--- config.mk ---
export PLATFORM = sky130hd
export DESIGN_NAME = scs_spi_ctrl
export DESIGN_NICKNAME = d
export VERILOG_FILES = /design/src/scs_pkg.sv /design/src/scs_fifo.sv /design/src/scs_spi_ctrl.sv
export VERILOG_INCLUDE_DIRS = /design/src
export SDC_FILE = /design/constraint.sdc
export NUM_CORES = 1
export LEC_CHECK = 0
export BUFFER_PORTS_ARGS = -buffer_cell sky130_fd_sc_hd__buf_4
export CAP_MARGIN = 10
export CORE_ASPECT_RATIO = 0.8
export CORE_MARGIN = 10
export CORE_UTILIZATION = 50
export CTS_BUF_LIST = sky130_fd_sc_hd__clkbuf_8 sky130_fd_sc_hd__clkbuf_16
export DETAILED_ROUTE_END_ITERATION = 16
export GPL_ROUTABILITY_DRIVEN = 1
export GPL_TIMING_DRIVEN = 0
export PLACE_DENSITY = 0.76
export SLEW_MARGIN = 0
export SYNTH_ARGS = -nofsm -noshare
export SYNTH_HDL_FRONTEND = slang
export SYNTH_SLANG_ARGS = --single-unit
--- constraint.sdc ---
create_clock -name mclk -period 12.02 [get_ports mclk]
set_input_delay 0.601 -clock mclk [delete_from_list [all_inputs] [get_ports mclk]]
set_output_delay 0.601 -clock mclk [all_outputs]
set_load 0.02 [all_outputs]
--- src/scs_defines.svh ---
// register indices, field positions, reset values and counts of the second serial controller
`ifndef SCS_DEFINES_SVH
`define SCS_DEFINES_SVH

// register indices; byte address is four times the index
`define SCS_IDX_DATA 16'h441e
`define SCS_IDX_STAT 16'h4420
`define SCS_IDX_MODE 16'h442a
`define SCS_IDX_CFG 16'h442c
`define SCS_IDX_LIN 16'h4430
`define SCS_IDX_EXP 16'h4432
`define SCS_IDX_INTST 16'h4440
`define SCS_IDX_INTMSK 16'h4441

// reset values
`define SCS_RST_MODE 2'h0
`define SCS_RST_CFG 6'h00
`define SCS_RST_RATE 4'h0
`define SCS_RST_INT 4'h0

// status register field positions
`define SCS_STAT_RXOVF 0
`define SCS_STAT_RXVAL 1
`define SCS_STAT_TXFREE 2
`define SCS_STAT_TXIDLE 3

// interrupt status and mask field positions
`define SCS_INT_RXOVF 0
`define SCS_INT_RXBYTE 1
`define SCS_INT_TXUNDER 2
`define SCS_INT_TXIDLE 3

// data and counts
`define SCS_BUSY_TOKEN 8'hff
`define SCS_LAST_SAMPLE 4'h7
`define SCS_BITS_DONE 4'h8
`define SCS_LAST_EDGE 5'h0f
`define SCS_RESP_OKAY 2'h0
`define SCS_RESP_SLVERR 2'h2

`endif

--- src/scs_pkg.sv ---
// types shared by the second serial controller files
`default_nettype none
package scs_pkg;

  typedef enum logic [1:0] {
    SCS_MODE_OFF0 = 2'h0,
    SCS_MODE_OFF1 = 2'h1,
    SCS_MODE_SPI = 2'h2,
    SCS_MODE_I2C = 2'h3
  } scs_mode_e;

  typedef enum logic [0:0] {
    SCS_ST_IDLE = 1'h0,
    SCS_ST_RUN = 1'h1
  } scs_state_e;

  typedef enum logic [3:0] {
    SCS_SEL_NONE = 4'h0,
    SCS_SEL_DATA = 4'h1,
    SCS_SEL_STAT = 4'h2,
    SCS_SEL_MODE = 4'h3,
    SCS_SEL_CFG = 4'h4,
    SCS_SEL_LIN = 4'h5,
    SCS_SEL_EXP = 4'h6,
    SCS_SEL_INTST = 4'h7,
    SCS_SEL_INTMSK = 4'h8
  } scs_sel_e;

  // bit 5 down to bit 0 of the spi configuration word
  typedef struct packed {
    logic rxDrv;
    logic master;
    logic rpt;
    logic lsbFirst;
    logic pha;
    logic pol;
  } scs_spicfg_s;

  typedef struct packed {
    logic sclk;
    logic mosi;
    logic miso;
    logic selN;
  } scs_pin_in_s;

  typedef struct packed {
    logic sclk;
    logic sclkOe;
    logic mosi;
    logic mosiOe;
    logic miso;
    logic misoOe;
  } scs_pin_out_s;

endpackage

`default_nettype wire

--- src/scs_fifo.sv ---
// byte fifo with registered head word, used for transmit and receive
`timescale 1ns/1ns
`default_nettype none

module scs_fifo #(
  parameter int WIDTH = 8,
  parameter int DEPTH = 4
) (
  // clock and reset
  input wire logic mclk,
  input wire logic reset,
  // fill side
  input wire logic wrValid,
  output logic wrReady,
  input wire logic [WIDTH-1:0] wrData,
  // drain side
  output logic rdValid,
  input wire logic rdReady,
  output logic [WIDTH-1:0] rdData
);
  localparam int AW = (DEPTH > 1) ? $clog2(DEPTH) : 1;

  logic [WIDTH-1:0] mem [DEPTH];
  logic [AW-1:0] wrPtr_reg;
  logic [AW-1:0] rdPtr_reg;
  logic [AW-1:0] rdPtr_next;
  logic [AW:0] count_reg;
  logic [WIDTH-1:0] rdData_reg;
  logic doWr;
  logic doRd;

  function automatic logic [AW-1:0] ptrInc(input logic [AW-1:0] p);
    ptrInc = (p == AW'(DEPTH - 1)) ? '0 : p + 1'b1;
  endfunction

  assign wrReady = count_reg != (AW + 1)'(DEPTH);
  assign rdValid = count_reg != '0;
  assign doWr = wrValid && wrReady;
  assign doRd = rdReady && rdValid;
  assign rdPtr_next = doRd ? ptrInc(rdPtr_reg) : rdPtr_reg;
  assign rdData = rdData_reg;

  always_ff @(posedge mclk) begin
    if (doWr) begin
      mem[wrPtr_reg] <= wrData;
    end
  end

  // head word is re-read every cycle; a write into an empty slot bypasses the array
  always_ff @(posedge mclk or posedge reset) begin
    if (reset) begin
      rdData_reg <= '0;
    end else if (doWr && wrPtr_reg == rdPtr_next) begin
      rdData_reg <= wrData;
    end else begin
      rdData_reg <= mem[rdPtr_next];
    end
  end

  always_ff @(posedge mclk or posedge reset) begin
    if (reset) begin
      wrPtr_reg <= '0;
      rdPtr_reg <= '0;
      count_reg <= '0;
    end else begin
      rdPtr_reg <= rdPtr_next;
      if (doWr) begin
        wrPtr_reg <= ptrInc(wrPtr_reg);
      end
      if (doWr && !doRd) begin
        count_reg <= count_reg + 1'b1;
      end else if (doRd && !doWr) begin
        count_reg <= count_reg - 1'b1;
      end
    end
  end

endmodule

`default_nettype wire

--- src/scs_spi_ctrl.sv ---
// second serial controller: axi4-lite registers, fifos and spi shift engine
// Function
// - mode field 0,1 disable; 2 selects SPI; 3 selects I2C (not built here; mode 3 keeps the spi engine off).
// - writing the data register pushes its byte onto the transmit fifo.
// - reading the data register returns and removes the oldest received byte.
// - clock rate is 24 MHz over 2 times (linear plus one) times 2^exp.
// - exponent is a separate four-bit field; each step halves the rate.
// - master with receiver-driven clear starts when transmit data is available.
// - master with receiver-driven set starts when receive buffer has room.
// - role bit set makes master driving clock; clear makes slave.
// - on transmit underrun send 0xff, or repeat last byte when repeat set.
// - polarity clear gives rising leading edge; set gives falling leading edge.
// - receive overrun flag sets on fifo overflow, clears on data read.
// - transmitter idle high only when transmit fifo empty and nothing shifting.
`timescale 1ns/1ns
`default_nettype none
`include "scs_defines.svh"

module scs_spi_ctrl #(
  parameter int ADDR_W = 20,
  parameter int TX_DEPTH = 4,
  parameter int RX_DEPTH = 4
) (
  // clock and reset
  input wire logic mclk,
  input wire logic reset,
  // one-cycle pulse at the 24 MHz reference rate
  input wire logic refTick,
  // axi4-lite write address and data
  input wire logic s_axi_awvalid,
  output logic s_axi_awready,
  input wire logic [ADDR_W-1:0] s_axi_awaddr,
  input wire logic s_axi_wvalid,
  output logic s_axi_wready,
  input wire logic [31:0] s_axi_wdata,
  input wire logic [3:0] s_axi_wstrb,
  // axi4-lite write response
  output logic s_axi_bvalid,
  input wire logic s_axi_bready,
  output logic [1:0] s_axi_bresp,
  // axi4-lite read
  input wire logic s_axi_arvalid,
  output logic s_axi_arready,
  input wire logic [ADDR_W-1:0] s_axi_araddr,
  output logic s_axi_rvalid,
  input wire logic s_axi_rready,
  output logic [31:0] s_axi_rdata,
  output logic [1:0] s_axi_rresp,
  // spi pins
  input wire scs_pkg::scs_pin_in_s pinIn,
  output scs_pkg::scs_pin_out_s pinOut,
  // interrupt
  output logic irq
);
  import scs_pkg::*;

  // register file
  scs_mode_e mode_reg;
  scs_spicfg_s cfg_reg;
  logic [3:0] lin_reg;
  logic [3:0] exp_reg;
  logic [3:0] intSt_reg;
  logic [3:0] intMsk_reg;
  logic rxOvf_reg;
  logic irq_reg;

  // bus slave
  logic awHave_reg;
  logic wHave_reg;
  logic awReady_reg;
  logic wReady_reg;
  logic [ADDR_W-1:0] awAddr_reg;
  logic [31:0] wData_reg;
  logic [3:0] wStrb_reg;
  logic bValid_reg;
  logic [1:0] bResp_reg;
  logic arReady_reg;
  logic rValid_reg;
  logic [31:0] rData_reg;
  logic [1:0] rResp_reg;
  logic awTake;
  logic wTake;
  logic bDone;
  logic doWrite;
  logic arTake;
  scs_sel_e wSel;
  scs_sel_e rSel;

  // engine
  scs_state_e state_reg;
  scs_pin_out_s pins_reg;
  logic [19:0] divCnt_reg;
  logic [4:0] edgeCnt_reg;
  logic [3:0] bitCnt_reg;
  logic [7:0] txShift_reg;
  logic [7:0] txShift_next;
  logic [7:0] rxShift_reg;
  logic [7:0] rxShift_next;
  logic [7:0] lastByte_reg;
  logic [7:0] loadByte;
  logic sclkPrev_reg;
  logic txIdlePrev_reg;
  logic spiOn;
  logic halfTick;
  logic edgeEv;
  logic leadEv;
  logic sampleEv;
  logic shiftEv;
  logic inBit;
  logic startEv;
  logic loadEv;
  logic masterDone;
  logic rxPushEv;
  logic rxOvfEv;
  logic underrunEv;
  logic txIdle;

  // fifo handshakes
  logic txWrReady;
  logic txRdValid;
  logic [7:0] txRdData;
  logic txPop;
  logic txPush;
  logic rxWrReady;
  logic rxRdValid;
  logic [7:0] rxRdData;
  logic rxPop;

  function automatic scs_sel_e decode(input logic [ADDR_W-1:0] a);
    logic [ADDR_W-3:0] idx;
    idx = a[ADDR_W-1:2];
    case (idx)
      (ADDR_W - 2)'(`SCS_IDX_DATA): decode = SCS_SEL_DATA;
      (ADDR_W - 2)'(`SCS_IDX_STAT): decode = SCS_SEL_STAT;
      (ADDR_W - 2)'(`SCS_IDX_MODE): decode = SCS_SEL_MODE;
      (ADDR_W - 2)'(`SCS_IDX_CFG): decode = SCS_SEL_CFG;
      (ADDR_W - 2)'(`SCS_IDX_LIN): decode = SCS_SEL_LIN;
      (ADDR_W - 2)'(`SCS_IDX_EXP): decode = SCS_SEL_EXP;
      (ADDR_W - 2)'(`SCS_IDX_INTST): decode = SCS_SEL_INTST;
      (ADDR_W - 2)'(`SCS_IDX_INTMSK): decode = SCS_SEL_INTMSK;
      default: decode = SCS_SEL_NONE;
    endcase
  endfunction

  // half period in reference ticks: (lin + 1) * 2^exp, at most 2^19
  function automatic logic [19:0] halfTicks(input logic [3:0] lin, input logic [3:0] ex);
    halfTicks = (20'(lin) + 20'h1) << ex;
  endfunction

  // ---------------- axi4-lite slave ----------------
  assign awTake = s_axi_awvalid && awReady_reg;
  assign wTake = s_axi_wvalid && wReady_reg;
  assign bDone = bValid_reg && s_axi_bready;
  assign doWrite = awHave_reg && wHave_reg && !bValid_reg;
  assign arTake = s_axi_arvalid && arReady_reg;
  assign wSel = decode(awAddr_reg);
  assign rSel = decode(s_axi_araddr);

  // address and data are accepted in either order and held until the response is taken
  always_ff @(posedge mclk or posedge reset) begin
    if (reset) begin
      awHave_reg <= 1'b0;
      wHave_reg <= 1'b0;
      awReady_reg <= 1'b0;
      wReady_reg <= 1'b0;
      awAddr_reg <= '0;
      wData_reg <= '0;
      wStrb_reg <= '0;
    end else begin
      if (awTake) begin
        awAddr_reg <= s_axi_awaddr;
        awHave_reg <= 1'b1;
      end else if (bDone) begin
        awHave_reg <= 1'b0;
      end
      if (wTake) begin
        wData_reg <= s_axi_wdata;
        wStrb_reg <= s_axi_wstrb;
        wHave_reg <= 1'b1;
      end else if (bDone) begin
        wHave_reg <= 1'b0;
      end
      awReady_reg <= !(awTake || (awHave_reg && !bDone));
      wReady_reg <= !(wTake || (wHave_reg && !bDone));
    end
  end

  always_ff @(posedge mclk or posedge reset) begin
    if (reset) begin
      bValid_reg <= 1'b0;
      bResp_reg <= `SCS_RESP_OKAY;
    end else if (doWrite) begin
      bValid_reg <= 1'b1;
      bResp_reg <= (wSel == SCS_SEL_NONE) ? `SCS_RESP_SLVERR : `SCS_RESP_OKAY;
    end else if (bDone) begin
      bValid_reg <= 1'b0;
    end
  end

  // all fields sit in byte lane 0, so only that strobe matters
  always_ff @(posedge mclk or posedge reset) begin
    if (reset) begin
      mode_reg <= scs_mode_e'(`SCS_RST_MODE);
      cfg_reg <= scs_spicfg_s'(`SCS_RST_CFG);
      lin_reg <= `SCS_RST_RATE;
      exp_reg <= `SCS_RST_RATE;
      intMsk_reg <= `SCS_RST_INT;
    end else if (doWrite && wStrb_reg[0]) begin
      case (wSel)
        SCS_SEL_MODE: mode_reg <= scs_mode_e'(wData_reg[1:0]);
        SCS_SEL_CFG: cfg_reg <= scs_spicfg_s'(wData_reg[5:0]);
        SCS_SEL_LIN: lin_reg <= wData_reg[3:0];
        SCS_SEL_EXP: exp_reg <= wData_reg[3:0];
        SCS_SEL_INTMSK: intMsk_reg <= wData_reg[3:0];
        default: begin
        end
      endcase
    end
  end

  // a full transmit fifo drops the written byte
  assign txPush = doWrite && wStrb_reg[0] && wSel == SCS_SEL_DATA;
  assign rxPop = arTake && rSel == SCS_SEL_DATA;

  always_ff @(posedge mclk or posedge reset) begin
    if (reset) begin
      arReady_reg <= 1'b0;
      rValid_reg <= 1'b0;
      rData_reg <= '0;
      rResp_reg <= `SCS_RESP_OKAY;
    end else begin
      arReady_reg <= !(arTake || (rValid_reg && !s_axi_rready));
      if (arTake) begin
        rValid_reg <= 1'b1;
        rResp_reg <= (rSel == SCS_SEL_NONE) ? `SCS_RESP_SLVERR : `SCS_RESP_OKAY;
        case (rSel)
          SCS_SEL_DATA: rData_reg <= {24'h0, rxRdValid ? rxRdData : 8'h00};
          SCS_SEL_STAT: rData_reg <= {28'h0, txIdle, txWrReady, rxRdValid, rxOvf_reg};
          SCS_SEL_MODE: rData_reg <= {30'h0, mode_reg};
          SCS_SEL_CFG: rData_reg <= {26'h0, cfg_reg};
          SCS_SEL_LIN: rData_reg <= {28'h0, lin_reg};
          SCS_SEL_EXP: rData_reg <= {28'h0, exp_reg};
          SCS_SEL_INTST: rData_reg <= {28'h0, intSt_reg};
          SCS_SEL_INTMSK: rData_reg <= {28'h0, intMsk_reg};
          default: rData_reg <= 32'h0;
        endcase
      end else if (rValid_reg && s_axi_rready) begin
        rValid_reg <= 1'b0;
      end
    end
  end

  // ---------------- status and interrupts ----------------
  assign txIdle = !txRdValid && state_reg == SCS_ST_IDLE;

  // a fresh overflow wins over the clearing read in the same cycle
  always_ff @(posedge mclk or posedge reset) begin
    if (reset) begin
      rxOvf_reg <= 1'b0;
    end else if (rxOvfEv) begin
      rxOvf_reg <= 1'b1;
    end else if (rxPop) begin
      rxOvf_reg <= 1'b0;
    end
  end

  always_ff @(posedge mclk or posedge reset) begin
    if (reset) begin
      intSt_reg <= `SCS_RST_INT;
      txIdlePrev_reg <= 1'b1;
      irq_reg <= 1'b0;
    end else begin
      txIdlePrev_reg <= txIdle;
      if (doWrite && wStrb_reg[0] && wSel == SCS_SEL_INTST) begin
        intSt_reg <= intSt_reg & ~wData_reg[3:0];
      end
      if (rxOvfEv) begin
        intSt_reg[`SCS_INT_RXOVF] <= 1'b1;
      end
      if (rxPushEv && rxWrReady) begin
        intSt_reg[`SCS_INT_RXBYTE] <= 1'b1;
      end
      if (underrunEv) begin
        intSt_reg[`SCS_INT_TXUNDER] <= 1'b1;
      end
      if (txIdle && !txIdlePrev_reg) begin
        intSt_reg[`SCS_INT_TXIDLE] <= 1'b1;
      end
      irq_reg <= |(intSt_reg & intMsk_reg);
    end
  end

  // ---------------- spi engine ----------------
  // i2c segments are not built here; mode 3 just keeps the spi engine quiet
  assign spiOn = mode_reg == SCS_MODE_SPI;
  assign halfTick = refTick && divCnt_reg == halfTicks(lin_reg, exp_reg) - 20'h1;

  // master edges come from the divider, slave edges from the sampled clock pin
  assign edgeEv = (state_reg == SCS_ST_RUN) &&
                  (cfg_reg.master ? halfTick : pinIn.sclk != sclkPrev_reg);
  assign leadEv = (cfg_reg.master ? pins_reg.sclk : sclkPrev_reg) == cfg_reg.pol;
  assign sampleEv = edgeEv && (leadEv ^ cfg_reg.pha);
  assign shiftEv = edgeEv && !(leadEv ^ cfg_reg.pha);
  assign inBit = cfg_reg.master ? pinIn.miso : pinIn.mosi;

  assign startEv = spiOn && state_reg == SCS_ST_IDLE &&
                   (cfg_reg.master ? (cfg_reg.rxDrv ? rxWrReady : txRdValid)
                                   : !pinIn.selN);
  assign masterDone = cfg_reg.master && halfTick && edgeCnt_reg == `SCS_LAST_EDGE;
  // a slave reloads right after the eighth bit so a continuous clock keeps streaming
  assign loadEv = startEv || (!cfg_reg.master && shiftEv && bitCnt_reg == `SCS_BITS_DONE);
  assign loadByte = txRdValid ? txRdData : (cfg_reg.rpt ? lastByte_reg : `SCS_BUSY_TOKEN);
  assign txPop = loadEv && txRdValid;
  assign underrunEv = loadEv && !txRdValid;
  assign rxPushEv = sampleEv && bitCnt_reg == `SCS_LAST_SAMPLE;
  assign rxOvfEv = rxPushEv && !rxWrReady;

  always_comb begin
    txShift_next = txShift_reg;
    if (loadEv) begin
      txShift_next = loadByte;
    end else if (shiftEv && bitCnt_reg != 4'h0 && bitCnt_reg != `SCS_BITS_DONE) begin
      txShift_next = cfg_reg.lsbFirst ? {1'b0, txShift_reg[7:1]}
                                      : {txShift_reg[6:0], 1'b0};
    end
  end

  always_comb begin
    rxShift_next = rxShift_reg;
    if (sampleEv) begin
      rxShift_next = cfg_reg.lsbFirst ? {inBit, rxShift_reg[7:1]}
                                      : {rxShift_reg[6:0], inBit};
    end
  end

  always_ff @(posedge mclk or posedge reset) begin
    if (reset) begin
      state_reg <= SCS_ST_IDLE;
    end else begin
      case (state_reg)
        SCS_ST_IDLE: if (startEv) state_reg <= SCS_ST_RUN;
        SCS_ST_RUN: begin
          if (!spiOn || masterDone || (!cfg_reg.master && pinIn.selN)) begin
            state_reg <= SCS_ST_IDLE;
          end
        end
        default: state_reg <= SCS_ST_IDLE;
      endcase
    end
  end

  always_ff @(posedge mclk or posedge reset) begin
    if (reset) begin
      divCnt_reg <= '0;
      edgeCnt_reg <= '0;
    end else if (state_reg != SCS_ST_RUN || !cfg_reg.master) begin
      divCnt_reg <= '0;
      edgeCnt_reg <= '0;
    end else if (refTick) begin
      divCnt_reg <= halfTick ? 20'h0 : divCnt_reg + 20'h1;
      if (halfTick) begin
        edgeCnt_reg <= edgeCnt_reg + 5'h1;
      end
    end
  end

  always_ff @(posedge mclk or posedge reset) begin
    if (reset) begin
      txShift_reg <= '0;
      rxShift_reg <= '0;
      bitCnt_reg <= '0;
      lastByte_reg <= `SCS_BUSY_TOKEN;
      sclkPrev_reg <= 1'b0;
    end else begin
      txShift_reg <= txShift_next;
      rxShift_reg <= rxShift_next;
      sclkPrev_reg <= pinIn.sclk;
      if (loadEv) begin
        lastByte_reg <= loadByte;
        bitCnt_reg <= 4'h0;
      end else if (sampleEv) begin
        bitCnt_reg <= bitCnt_reg + 4'h1;
      end
    end
  end

  // pin drivers all come from flops
  always_ff @(posedge mclk or posedge reset) begin
    if (reset) begin
      pins_reg <= '0;
    end else begin
      pins_reg.sclkOe <= spiOn && cfg_reg.master;
      pins_reg.mosiOe <= spiOn && cfg_reg.master;
      pins_reg.misoOe <= spiOn && !cfg_reg.master && !pinIn.selN;
      pins_reg.mosi <= cfg_reg.lsbFirst ? txShift_next[0] : txShift_next[7];
      pins_reg.miso <= cfg_reg.lsbFirst ? txShift_next[0] : txShift_next[7];
      if (state_reg == SCS_ST_RUN && cfg_reg.master && halfTick && spiOn) begin
        pins_reg.sclk <= !pins_reg.sclk;
      end else if (state_reg != SCS_ST_RUN || !spiOn) begin
        pins_reg.sclk <= cfg_reg.pol;
      end
    end
  end

  // ---------------- fifos ----------------
  scs_fifo #(
    .WIDTH(8),
    .DEPTH(TX_DEPTH)
  ) txFifo (
    .mclk(mclk),
    .reset(reset),
    .wrValid(txPush),
    .wrReady(txWrReady),
    .wrData(wData_reg[7:0]),
    .rdValid(txRdValid),
    .rdReady(txPop),
    .rdData(txRdData)
  );

  scs_fifo #(
    .WIDTH(8),
    .DEPTH(RX_DEPTH)
  ) rxFifo (
    .mclk(mclk),
    .reset(reset),
    .wrValid(rxPushEv),
    .wrReady(rxWrReady),
    .wrData(rxShift_next),
    .rdValid(rxRdValid),
    .rdReady(rxPop),
    .rdData(rxRdData)
  );

  assign s_axi_awready = awReady_reg;
  assign s_axi_wready = wReady_reg;
  assign s_axi_bvalid = bValid_reg;
  assign s_axi_bresp = bResp_reg;
  assign s_axi_arready = arReady_reg;
  assign s_axi_rvalid = rValid_reg;
  assign s_axi_rdata = rData_reg;
  assign s_axi_rresp = rResp_reg;
  assign pinOut = pins_reg;
  assign irq = irq_reg;

endmodule

`default_nettype wire

---- After elaboration in Yosys (flattened, before gate mapping) ----
Memory sizes are Yosys's and may differ from the RTL's. A register that Yosys moved wholly into a read port is not among the register bits.
Cells that the tools add are included.
cells by class
  reductions and logical operators ........ 101
  equal/unequal tests ..................... 45
  shifts and indexed selects .............. 1
  bitwise gates (word level) .............. 5
  muxes and demuxes ....................... 59
  add/subtract/negate cells ............... 13
operators with widths
  cell                                                                      count
  18-bit by 15-bit equality test with 1-bit output (second input constant)  16
  8-bit 2-to-1 mux                                                          8
  4-bit case mux with 8 select lines                                        2
  8-bit case mux with 8 select lines                                        1
  20-bit 2-to-1 mux                                                         3
  1-bit logical AND                                                         47
  4-bit by 3-bit equality test with 1-bit output (second input constant)    9
  2-bit nonzero test                                                        16
  1-bit 2-to-1 mux                                                          26
  20-bit by 1-bit adder with 20-bit output (second input constant)          1
  20-bit equality test                                                      1
  5-bit by 4-bit << shifter with 20-bit output                              1
  20-bit by 1-bit subtractor with 20-bit output (second input constant)     1
  1-bit zero test                                                           18
  2-bit 2-to-1 mux                                                          8
  5-bit 2-to-1 mux                                                          3
  4-bit by 2-bit equality test with 1-bit output (second input constant)    3
  4-bit equality test (second input constant)                               3
  3-bit 2-to-1 mux                                                          4
  4-bit 2-to-1 mux                                                          3
  2-bit AND reduction                                                       6
  2-bit equality test (second input constant)                               5
  2-bit by 1-bit adder with 2-bit output (second input constant)            4
  4-bit bitwise AND                                                         2
  20 further kinds                                                          33
storage, ports and cells
  flip-flop bits (word level) ............. 172
  input port bits ......................... 88
  RAM bits ................................ 64
  memories ................................ 2
memories
  memory      depth  width  rd ports  clocked after Yosys merged registers in  write ports  RTL line        text
  rxFifo.mem  4      8      1         1                                        1            scs_fifo.sv:23  logic [WIDTH-1:0] mem [DEPTH];
  txFifo.mem  4      8      1         1                                        1            scs_fifo.sv:23

---- Logic depth before layout (Yosys ltp) ----
Gate-level depths: netlist of the first run.
  depth after elaboration ................. 16
  gate-level depth with buffers ........... 24

---- By module ----
Synthesis of the first run repeated with hierarchy kept, for this count alone.
second synthesis, totals
  cell total of the unflattened synthesis .. 1140
  area, all modules ....................... 12175.4 um^2
by module, submodules not included
  module             times used  cells an instance  area an instance (um^2)  seq. area each (um^2)
  scs_spi_ctrl       1           876                8210.4                   3264.4
  scs_fifo (rxFifo)  1           128                1989.4                   1336.3
  scs_fifo (txFifo)  1           136                1975.6                   1336.3

---- Worst setup path before layout of the first run ----
Ideal clock, no wire load.
  path kind ............................... register to register
  from .................................... register lin_reg[0]
  to ...................................... register rxFifo.count_reg[2]
  cell stages (with the launch flop) ...... 23
  arrival time ............................ 4511 ps
  path slack .............................. 7430 ps
  path through ............................ dfrtp_1 > ha_1 > nand2b_1 > a21oi_1 > nand2_1 > ha_1 > inv_1 > a311o_1 > a211o_1 > a211o_1 > a221oi_1 > nand4_1 > a2111oi_4 > nand4b_4 > a21boi_4 > nand2_2 > inv_1 > ha_1 > inv_1 > fa_1 > xor2_1 > nor2_1 > xor2_1
between the ends
  longest elaborated chain between the ends .. 13
  elaborated cells on any way between the ends .. 15
  those cells by class .................... add/sub: 2; eq/ne: 1; shift: 1; mux: 2; reduce/logical: 9
RTL lines
  item                                             RTL line             text
  from (decl)                                      scs_spi_ctrl.sv:60   logic [3:0] lin_reg;
  from (signal assigned)                           scs_spi_ctrl.sv:205  lin_reg <= `SCS_RST_RATE;
  from (signal assigned)                           scs_spi_ctrl.sv:212  SCS_SEL_LIN: lin_reg <= wData_reg[3:0];
  4-bit by 1-bit adder with 5-bit output *         scs_spi_ctrl.sv:147  halfTicks = (20'(lin) + 20'h1) << ex;
  5-bit by 4-bit << shifter with 20-bit output *   scs_spi_ctrl.sv:147
  20-bit by 1-bit subtractor with 20-bit output *  scs_spi_ctrl.sv:296  assign halfTick = refTick && divCnt_reg == halfTicks(lin_reg, exp_reg) - 20'h1;
  20-bit equality test *                           scs_spi_ctrl.sv:296
  1-bit logical AND *                              scs_spi_ctrl.sv:296
  1-bit 2-to-1 mux *                               scs_spi_ctrl.sv:300  (cfg_reg.master ? halfTick : pinIn.sclk != sclkPrev_reg);
  1-bit logical AND *                              scs_spi_ctrl.sv:299  assign edgeEv = (state_reg == SCS_ST_RUN) &&
  1-bit logical AND *                              scs_spi_ctrl.sv:302  assign sampleEv = edgeEv && (leadEv ^ cfg_reg.pha);
  1-bit logical AND (no line) *                    -
  1-bit logical AND *                              scs_fifo.sv:38       assign doWr = wrValid && wrReady;
  via rxFifo.doWr                                  scs_fifo.sv:29       logic doWr;
  1-bit zero test                                  scs_fifo.sv:72       end else if (doRd && !doWr) begin
  1-bit logical AND                                scs_fifo.sv:72
  2-bit nonzero test (no line)                     -
  to (signal assigned)                             scs_fifo.sv:71       count_reg <= count_reg + 1'b1;
  to (signal assigned)                             scs_fifo.sv:73       count_reg <= count_reg - 1'b1;
  to (decl)                                        scs_fifo.sv:27       logic [AW:0] count_reg;
Mark *: on every way through the listed nets, which the timed path passes. The rest lies on a longest branch.
A chain may end at the register's enable or synchronous reset.

---- Worst setup path after layout of the first run ----
  from .................................... register lin_reg[1]
  to ...................................... register rxFifo.count_reg[2]
Same word-level chain as after synthesis.

==> impl.org, run 1 <==
** Yosys
- Of all cell types, the one taking the most synthesized area is sky130_fd_sc_hd__dfrtp_1.
- Among all flip-flop cells after synthesis, the most frequent one is sky130_fd_sc_hd__dfrtp_1.
- After synthesis, flip-flops and latches occupy between 40% and 50% of the total area.
- During synthesis, Yosys emitted a total of 0 warnings.
- Each instance of the synthesized netlist takes up on average around 11 um^2.
- EDFF count, synth :: between 60 and 70
- The mapped netlist covers around 12000 um^2.
- Count of state elements after synthesis :: 224
- Number of distinct library cells after synthesis :: 84
- Of the post-synthesis cell area, the dominant cell type holds 31.5%.
- Counting every instance in the synthesized netlist gives approximately 1100.
- Yosys attributes the largest share of cell area to sky130_fd_sc_hd__dfrtp_1, sky130_fd_sc_hd__edfxtp_1, sky130_fd_sc_hd__mux2_2, sky130_fd_sc_hd__mux2i_1, sky130_fd_sc_hd__nand2_1.
- Most numerous cell in the Yosys netlist :: sky130_fd_sc_hd__dfrtp_1
- Share of synthesized flip-flops with an asynchronous set or reset :: a little under three quarters
- Synth top cells by count :: sky130_fd_sc_hd__dfrtp_1, sky130_fd_sc_hd__nand2_1, sky130_fd_sc_hd__nor2_1, sky130_fd_sc_hd__mux2_2, sky130_fd_sc_hd__edfxtp_1

** Routing
- After detailed routing, the number of vias per cell comes to 5.61.
- Detailed-route wire length per cell :: 17.4 um
- Vias :: around 9000
- Detailed-route DRC error count :: 0
- Iteration-0 DRC count of the detailed router :: roughly 690
- Detailed Route WL :: 27.8 mm
- Count of TritonRoute iterations in the first routing pass :: 8
- The detail route stage leaves a number of antenna-violating nets equal to 0.

** Placement
- Once placement completed, the tool counted placed cells totaling 1553.
- Buffers placed on the I/O ports in this run total 76.
- The wire-length estimate of the detail-placed layout is around 21 mm.
- Pre-CTS setup slack :: 6.58 ns
- The congestion estimate from routability-driven global placement came to 0.920.

** Global route
- Sum of overflow across all layers after global routing :: 0
- The via count of the first global-routing pass came to 8780.
- Total track usage :: between 15 and 20%
- Wire length of the first global-routing pass :: 45.4 mm
- Maximum number of pins on one net before global-route repair :: 89
- The number of antenna violations at the first check in global routing is 0.

** Power and ir drop
- For this design the static power due to leakage is 0.00596 uW.
- IR analysis of the VDD net gives a maximum drop of 0.127 mV.
- In this run the power density over the cells is 134 nW/um^2.

** Critical path
- Worst path required time :: 12.46 ns
- Worst path slowest cell :: sky130_fd_sc_hd__dfrtp_1
- Walking the worst path, the cells encountered are ha_1 > nand2b_1 > a21oi_1 > nand2_1 > ha_1 > inv_1 > a311o_1 > a211o_1 > a211o_1 > a221oi_1 > nand4_1 > a2111oi_4 > nand4b_4 > a21boi_4 > nand2_2 > inv_1 > ha_1 > inv_1 > fa_1 > xor2_1 > nor2_1 > xor2_1.
- CP Max Fanout :: 9
- STA classifies the critical path endpoint as a flop.
- Type of the worst setup path :: flop to flop
- CP max stage delay :: 0.45 ns
- FF-to-FF Start :: lin_reg[1]
- Measured in cells, the most critical reg-to-reg path has a length of 22.
- The worst setup path is launched from a flop.
- For flop-to-flop paths, the worst setup slack is approximately 6.5 ns.
- Critical R2R Capture :: rxFifo.count_reg[2]
- Data arrives at the worst endpoint at 6.00 ns.

** STA
- Least-Margin Pin Slew :: 0.896 ns
- Static timing analysis puts the maximum clock frequency at 180 MHz.
- Number of endpoints with negative hold slack in the final report :: 0
- Rel. slew slack :: roughly 40%
- The worst path in the final design needs a cycle of 5.55 ns, including I/O delays and setup.
- Setup violations remaining at the end of the flow were counted as 0.
- Setup slack closes at ~6.5 ns.
- The final count of pins violating max slew came to 0.
- Setup repair after global routing missed its margin :: false
- Minimum hold slack :: roughly 0.14 ns
- Final worst-path cycle share :: between 40% and 50%
- Fin Setup TNS :: 0 ns
- Setup skew after layout :: 0.0117 ns

** Clock network
- Post-CTS Setup Repair Bufs :: 0
- The tree built by TritonCTS fans out to 224 sinks.
- Clock latency on the worst-skew pair, taken at its later pin, is 0.52 ns.
- TritonCTS built the clock tree.
- After clock tree synthesis, the clock-pin slew on the worst setup and hold paths is 0.06 ns.
- The cell sitting at the root of the clock tree is a sky130_fd_sc_hd__clkbuf_16.
- Buffers inserted during clock tree synthesis total 23.
- Post-CTS resize count :: 0
- CTS Hold Buffers Added :: 0
- Counting along the longest clock path gives a buffer depth of 3.
- H-Tree Depth :: 1

** Finish
- Layout Cells excl Fill :: 1596
- Cells with a size suffix above 1 make up 19.2% of the layout.
- From synthesis to final layout, the design area changed by 15.1%.
- N_diodes :: 0
- The filler cells instantiated in the layout total a little under 2000.
- In the final design database the tool counted ~1400 nets.

** Die
- In this run the standard cell core region covers ~24000 um^2.
- Die Span Y :: between 150 and 200 um
- Starting density of the core :: 50.9%
- The floorplan has 50 rows.
- Pin placement for this block handled 136 I/O pins.
- The die is 193 um wide.
- Area of the die :: slightly above 30000 um^2

** Job
- Max-cap violations in this run came to 0.

** Worst hold path
- The min-delay analysis places its worst path in the category primary input to asynchronous set/reset pin.

** Status
- Status :: finished, final reports clean
-- layer usage --
layer	vias up	part of all wire (%)	GRT usage [%]
met5	-	0	0
met4	0	1.6	3.95
met3	35	7.1	4.00
met2	269	44	27.3
met1	4328	48	26.1
li1	4327	-	-
-- layout by cell type, fill, tap and decap left out, types with 13 or more instances in the layout --
| master | Yosys | layout |
|---|---|---|
| sky130_fd_sc_hd__dfrtp_1 | 151 | 151 |
| sky130_fd_sc_hd__buf_4 | 31 | 107 |
| sky130_fd_sc_hd__nand2_1 | 106 | 106 |
| sky130_fd_sc_hd__nor2_1 | 85 | 85 |
| sky130_fd_sc_hd__mux2_2 | 66 | 66 |
| sky130_fd_sc_hd__edfxtp_1 | 64 | 64 |
| sky130_fd_sc_hd__inv_1 | 40 | 49 |
| sky130_fd_sc_hd__o21ai_0 | 44 | 44 |
| sky130_fd_sc_hd__mux2i_1 | 40 | 40 |
| sky130_fd_sc_hd__a21oi_1 | 38 | 38 |
| sky130_fd_sc_hd__clkbuf_1 | 33 | 33 |
| sky130_fd_sc_hd__xnor2_1 | 33 | 33 |
| sky130_fd_sc_hd__nand3_1 | 27 | 27 |
| sky130_fd_sc_hd__conb_1 | 1 | 26 |
| sky130_fd_sc_hd__nand4_1 | 25 | 25 |
| sky130_fd_sc_hd__nor3_1 | 24 | 24 |
| sky130_fd_sc_hd__and3_1 | 24 | 24 |
| sky130_fd_sc_hd__clkbuf_16 | 0 | 23 |
| sky130_fd_sc_hd__xor2_1 | 21 | 21 |
| sky130_fd_sc_hd__ha_1 | 19 | 19 |
| sky130_fd_sc_hd__a211oi_1 | 16 | 16 |
| sky130_fd_sc_hd__and2_1 | 15 | 15 |
| sky130_fd_sc_hd__o211ai_1 | 15 | 15 |
| sky130_fd_sc_hd__nor4_1 | 14 | 14 |
| sky130_fd_sc_hd__nand2b_1 | 14 | 14 |
| sky130_fd_sc_hd__nand3b_1 | 13 | 13 |
-- layout make-up --
type                       instances  area, um^2  area share (%)
clock buffer                      25         603            4.37
multi-input combinational        819        5540            40.2
sequential                       224        5940            43.1
inverter                          41         161            1.17
timing repair buffer              78         603            4.37
tap                              312         390            2.83
buffer                            80         444            3.22
clock inverter                    17         108           0.780
-- critical path: cells and delay by family (launching register included) --
family          cells  cell delay, ns
compound gates      7            2.18
xor+xnor            2            0.32
fa+ha+maj           4            1.15
buf+inv             3            0.25
flops               1            0.45
simple gates        6            1.12
-- how the worst max path moves through the flow --
| stage | endpoint | depth (start not counted) | startpoint | slack [ns] |
|---|---|---|---|---|
| 3_5_place_dp | rxFifo.count_reg[2] | 22 | lin_reg[1] | 6.58 |
| 5_1_grt | rxFifo.count_reg[2] | 23 | exp_reg[1] | 6.12 |
| 2_1_floorplan | awAddr_reg[10] | 1 | reset | 7.11 |
| 6_report | rxFifo.count_reg[2] | 22 | lin_reg[1] | 6.47 |
| 3_3_place_gp | divCnt_reg[4] | 2 | reset | 5.25 |
| 4_1_cts | rxFifo.count_reg[2] | 22 | lin_reg[1] | 6.54 |
-- logic make-up (layout without fill, tap and decap cells) --
group                      Yosys count  count (layout)  synth area share [%]
adders and majority gates           21              21                  2.32
and+or+nand+nor                    397             397                  16.9
xor gates and xnor gates            54              54                  3.95
muxes                              111             111                  10.0
buffers and inverters              121             241                  4.99
DFF                                224             224                  49.5
AOI/OAI and AO/OA                  210             210                  12.2
other                                1              26                0.0313
-- power breakdown --
group	switching (uW)	total, uW	internal (uW)	leakage, uW
sequential	80.3	948	868	0.00268
clock	292	674	382	0.000386
combinational	112	220	108	0.00290
-- per-stage QoR --
| stage | util [%] | area, um^2 | total power [uW] |
|---|---|---|---|
| after global placement | 55.4 | 13000 | 1170 |
| after global routing | 58.6 | 13800 | 1920 |
| after detailed placement | 55.6 | 13100 | 1180 |
| after CTS | 58.6 | 13800 | 1860 |
| after floorplan | - | 12100 | 1090 |
| final | 58.6 | 13800 | 1840 |
Power figures use the tool's default switching activity.
==> run 2, diff against run 1 <==
==> constraint.sdc (replaced) <==
create_clock -name mclk -period 5.2 [get_ports mclk]
set_input_delay 0.26 -clock mclk [delete_from_list [all_inputs] [get_ports mclk]]
set_output_delay 0.26 -clock mclk [all_outputs]
set_load 0.02 [all_outputs]
==> run 2 against run 1 <==
Routed wire length is 2.8% higher; count of clock-buffer cells in the layout stayed put; global-route usage is 0.54 points higher; flip-flop and latch count stayed put; total power is 130% higher; final area is 2.8% higher; die area stayed put; core utilization is 1.6 points higher; clock power is 130% higher; via count is 1.5% higher; fmax is 14% higher; clock skew hardly changed; critical endpoint unchanged; largest power group unchanged.
==> impl.org, run 2 (synthesis results as in run 1) <==
** Die
- Starting density of the core :: 50.9%
- Area of the die :: just over 30000 um^2
- Horizontal die dimension :: 193 um
- Area of the core :: 23500 um^2
- Die Span Y :: 158 um
- Num ports :: around 140
- After floorplanning, the core was divided into 50 placement rows.

** Finish
- Relative to the synthesized area, the layout overhead comes to 18.2%.
- Most frequent cells in the layout :: sky130_fd_sc_hd__dfrtp_1, sky130_fd_sc_hd__buf_4, sky130_fd_sc_hd__nand2_1
- Layout cell share with drive strength beyond 1 :: around a fifth
- Layout Cells excl Fill :: between 1500 and 2000
- Total number of nets in the final design :: roughly 1400
- N_diodes :: 0
- Measured on the finished design, the core utilization comes to 60.2%.
- With fillers left out, the area of the finished cells amounts to 14200 um^2.
- The library cell used most frequently in the layout, excluding fill and tap cells, is sky130_fd_sc_hd__dfrtp_1.

** Global route
- The via count of the first global-routing pass is approximately 9000.
- The first global-routing pass estimated 46.8 mm of wire.
- Total track usage :: 18.6%
- Entering global routing, the biggest net connects 89 pins.
- Initial antenna violation count :: 0
- The total overflow left after global routing is 0.

** STA
- At the pin with the least slew margin, the transition time is 0.887 ns.
- Fin Setup TNS :: 0 ns
- Final worst-path cycle share :: 93.8%
- Final number of max-transition violations :: 0
- The number of failing hold endpoints at the final stage was 0.
- Derived from the worst setup path, the maximum achievable clock frequency is 205 MHz.
- Setup repair after global routing left no endpoint under its margin.
- Rel. slew slack :: 40.7%
- Across all hold checks on the routed design, the worst slack comes to 0.149 ns.
- Setup violations remaining at the end of the flow were counted as 0.
- For the final database, setup skew stands at 0.0112 ns.
- Shortest clock period the worst path allows after layout :: between 4 and 5 ns

** Clock network
- In this run the deepest clock path goes through 3 buffers.
- The clock drives between 200 and 250 sinks.
- At the later pin of the worst-skew pair, clock insertion delay measures 0.52 ns.
- Clk root buf :: sky130_fd_sc_hd__clkbuf_16
- TritonCTS built the clock tree.
- Clock-pin slew was measured on the worst setup and hold paths at about 0.06 ns.
- In this run the number of H-tree levels came out at 1.
- Counting the buffers created by CTS gives 23.

** Critical path
- CP max stage delay :: 0.45 ns
- Type of the worst setup path :: flop to flop
- Critical Path Start Type :: flop
- CP Max Fanout :: 5
- At the worst endpoint, the required time is 5.64 ns.
- Counting both buffers and inverters, the worst setup path holds a total of 3.
- Data arrival time of the worst path :: approximately 5.3 ns
- Nature of the critical path endpoint :: flop
- The signal on the critical path passes through ha_4 > nand2b_1 > a21oi_1 > nand2_1 > ha_1 > inv_1 > a311o_1 > a211o_1 > a211o_1 > a221oi_2 > nand4_1 > a2111oi_4 > nand4b_4 > a21boi_4 > nand2_2 > inv_2 > ha_1 > inv_1 > fa_1 > xor2_1 > nor2_1 > xor2_1.
- Broken down by cell family, the worst path's largest delay share belongs to compound AO/OA/AOI/OAI gates.
- Worst path slowest cell :: sky130_fd_sc_hd__dfrtp_2

** Routing
- The first detailed-routing pass took 6 iterations.
- Detailed-route DRC error count :: 0
- In the final routed layout, each cell accounts on average for 17.5 um.
- Detailed Route WL :: ~29 mm
- Vias :: a little over 9000
- In this run the remaining antenna-violating nets after routing total 0.
- Iteration-0 DRC count of the detailed router :: 686
- In the routed layout, each cell is associated on average with a via count of about 5.6.

** Placement
- Dpl hpwl :: between 20 and 25 mm
- Count of port buffers added during placement :: 76
- RePlAce Congestion :: 0.920
- Post-DP Area :: 13100 um^2
- After detailed placement, the design holds a cell count of ~1600.

** Job
- Max-Cap Viols :: 0

** Status
- Status :: finished, final reports clean

** Power and ir drop
- Across the VDD grid, the largest voltage drop is around 0.3 mV.
- In this run the power density over the cells is around 300 nW/um^2.
- Leakage power of the design :: just over 0.006 uW

** Worst hold path
- The worst hold path belongs to the class primary input to flop.
[run 2: layout make-up]
cell class                 instances  area [um^2]
sequential                       224         5940
tap                              312          390
fill                            1916         9350
clock buffer                      25          603
inverter                          41          161
buffer                            80          453
multi-input combinational        819         5580
timing repair buffer             112          938
clock inverter                    17          108
[run 2: path summary, 6_finish.rpt]
check	start	endpoint	slack (ns)	cells past startpoint
max	lin_reg[0]	rxFifo.count_reg[2]	0.32	22
min	refTick	divCnt_reg[1]	0.15	3
max reg2reg	lin_reg[0]	rxFifo.count_reg[2]	0.32	22
min reg2reg	s_axi_rresp[1]	s_axi_rresp[1]	0.48	2
max in group asynchronous	reset	lastByte_reg[6]	4.04	4
min in group asynchronous	reset	awAddr_reg[6]	0.35	3
[run 2: per-stage QoR]
stage | worst slack [ns] | power, uW
final | 0.323 | 4290
after global routing | 0.0107 | 4480
after CTS | 0.0618 | 4310
after detailed placement | -0.241 | 2730
after global placement | -1.23 | 2700
after floorplan | 0.610 | 2510
[run 2: metal layers]
layer,global-route usage [%],wire length [um],vias to the layer above
met5,0,0,-
met4,3.99,478,0
met3,4.09,2140,36
met2,28.8,12700,263
met1,26.3,13200,4408
li1,-,-,4387
[run 2: tightest hold or removal path: stages]
cell and delay (ns):
sky130_fd_sc_hd__clkbuf_1 0.17, sky130_fd_sc_hd__nand3_1 0.11, sky130_fd_sc_hd__a21oi_1 0.07
[run 2: timing repair]
action                     in CTS  in global routing
hold buffers                   32                  0
hold endpoints to repair      103                  0
pin swaps                       3                  2
resized for setup               0                 14
buffers inserted                2                  0
gates cloned                    0                  0
setup endpoints to repair       2                 26
[run 2: power breakdown]
| group | internal (uW) | switching [uW] | leakage [uW] | total [uW] |
|---|---|---|---|---|
| sequential | 2010 | 188 | 0.00267 | 2190 |
| clock | 884 | 676 | 0.000386 | 1560 |
| combinational | 266 | 273 | 0.00304 | 539 |
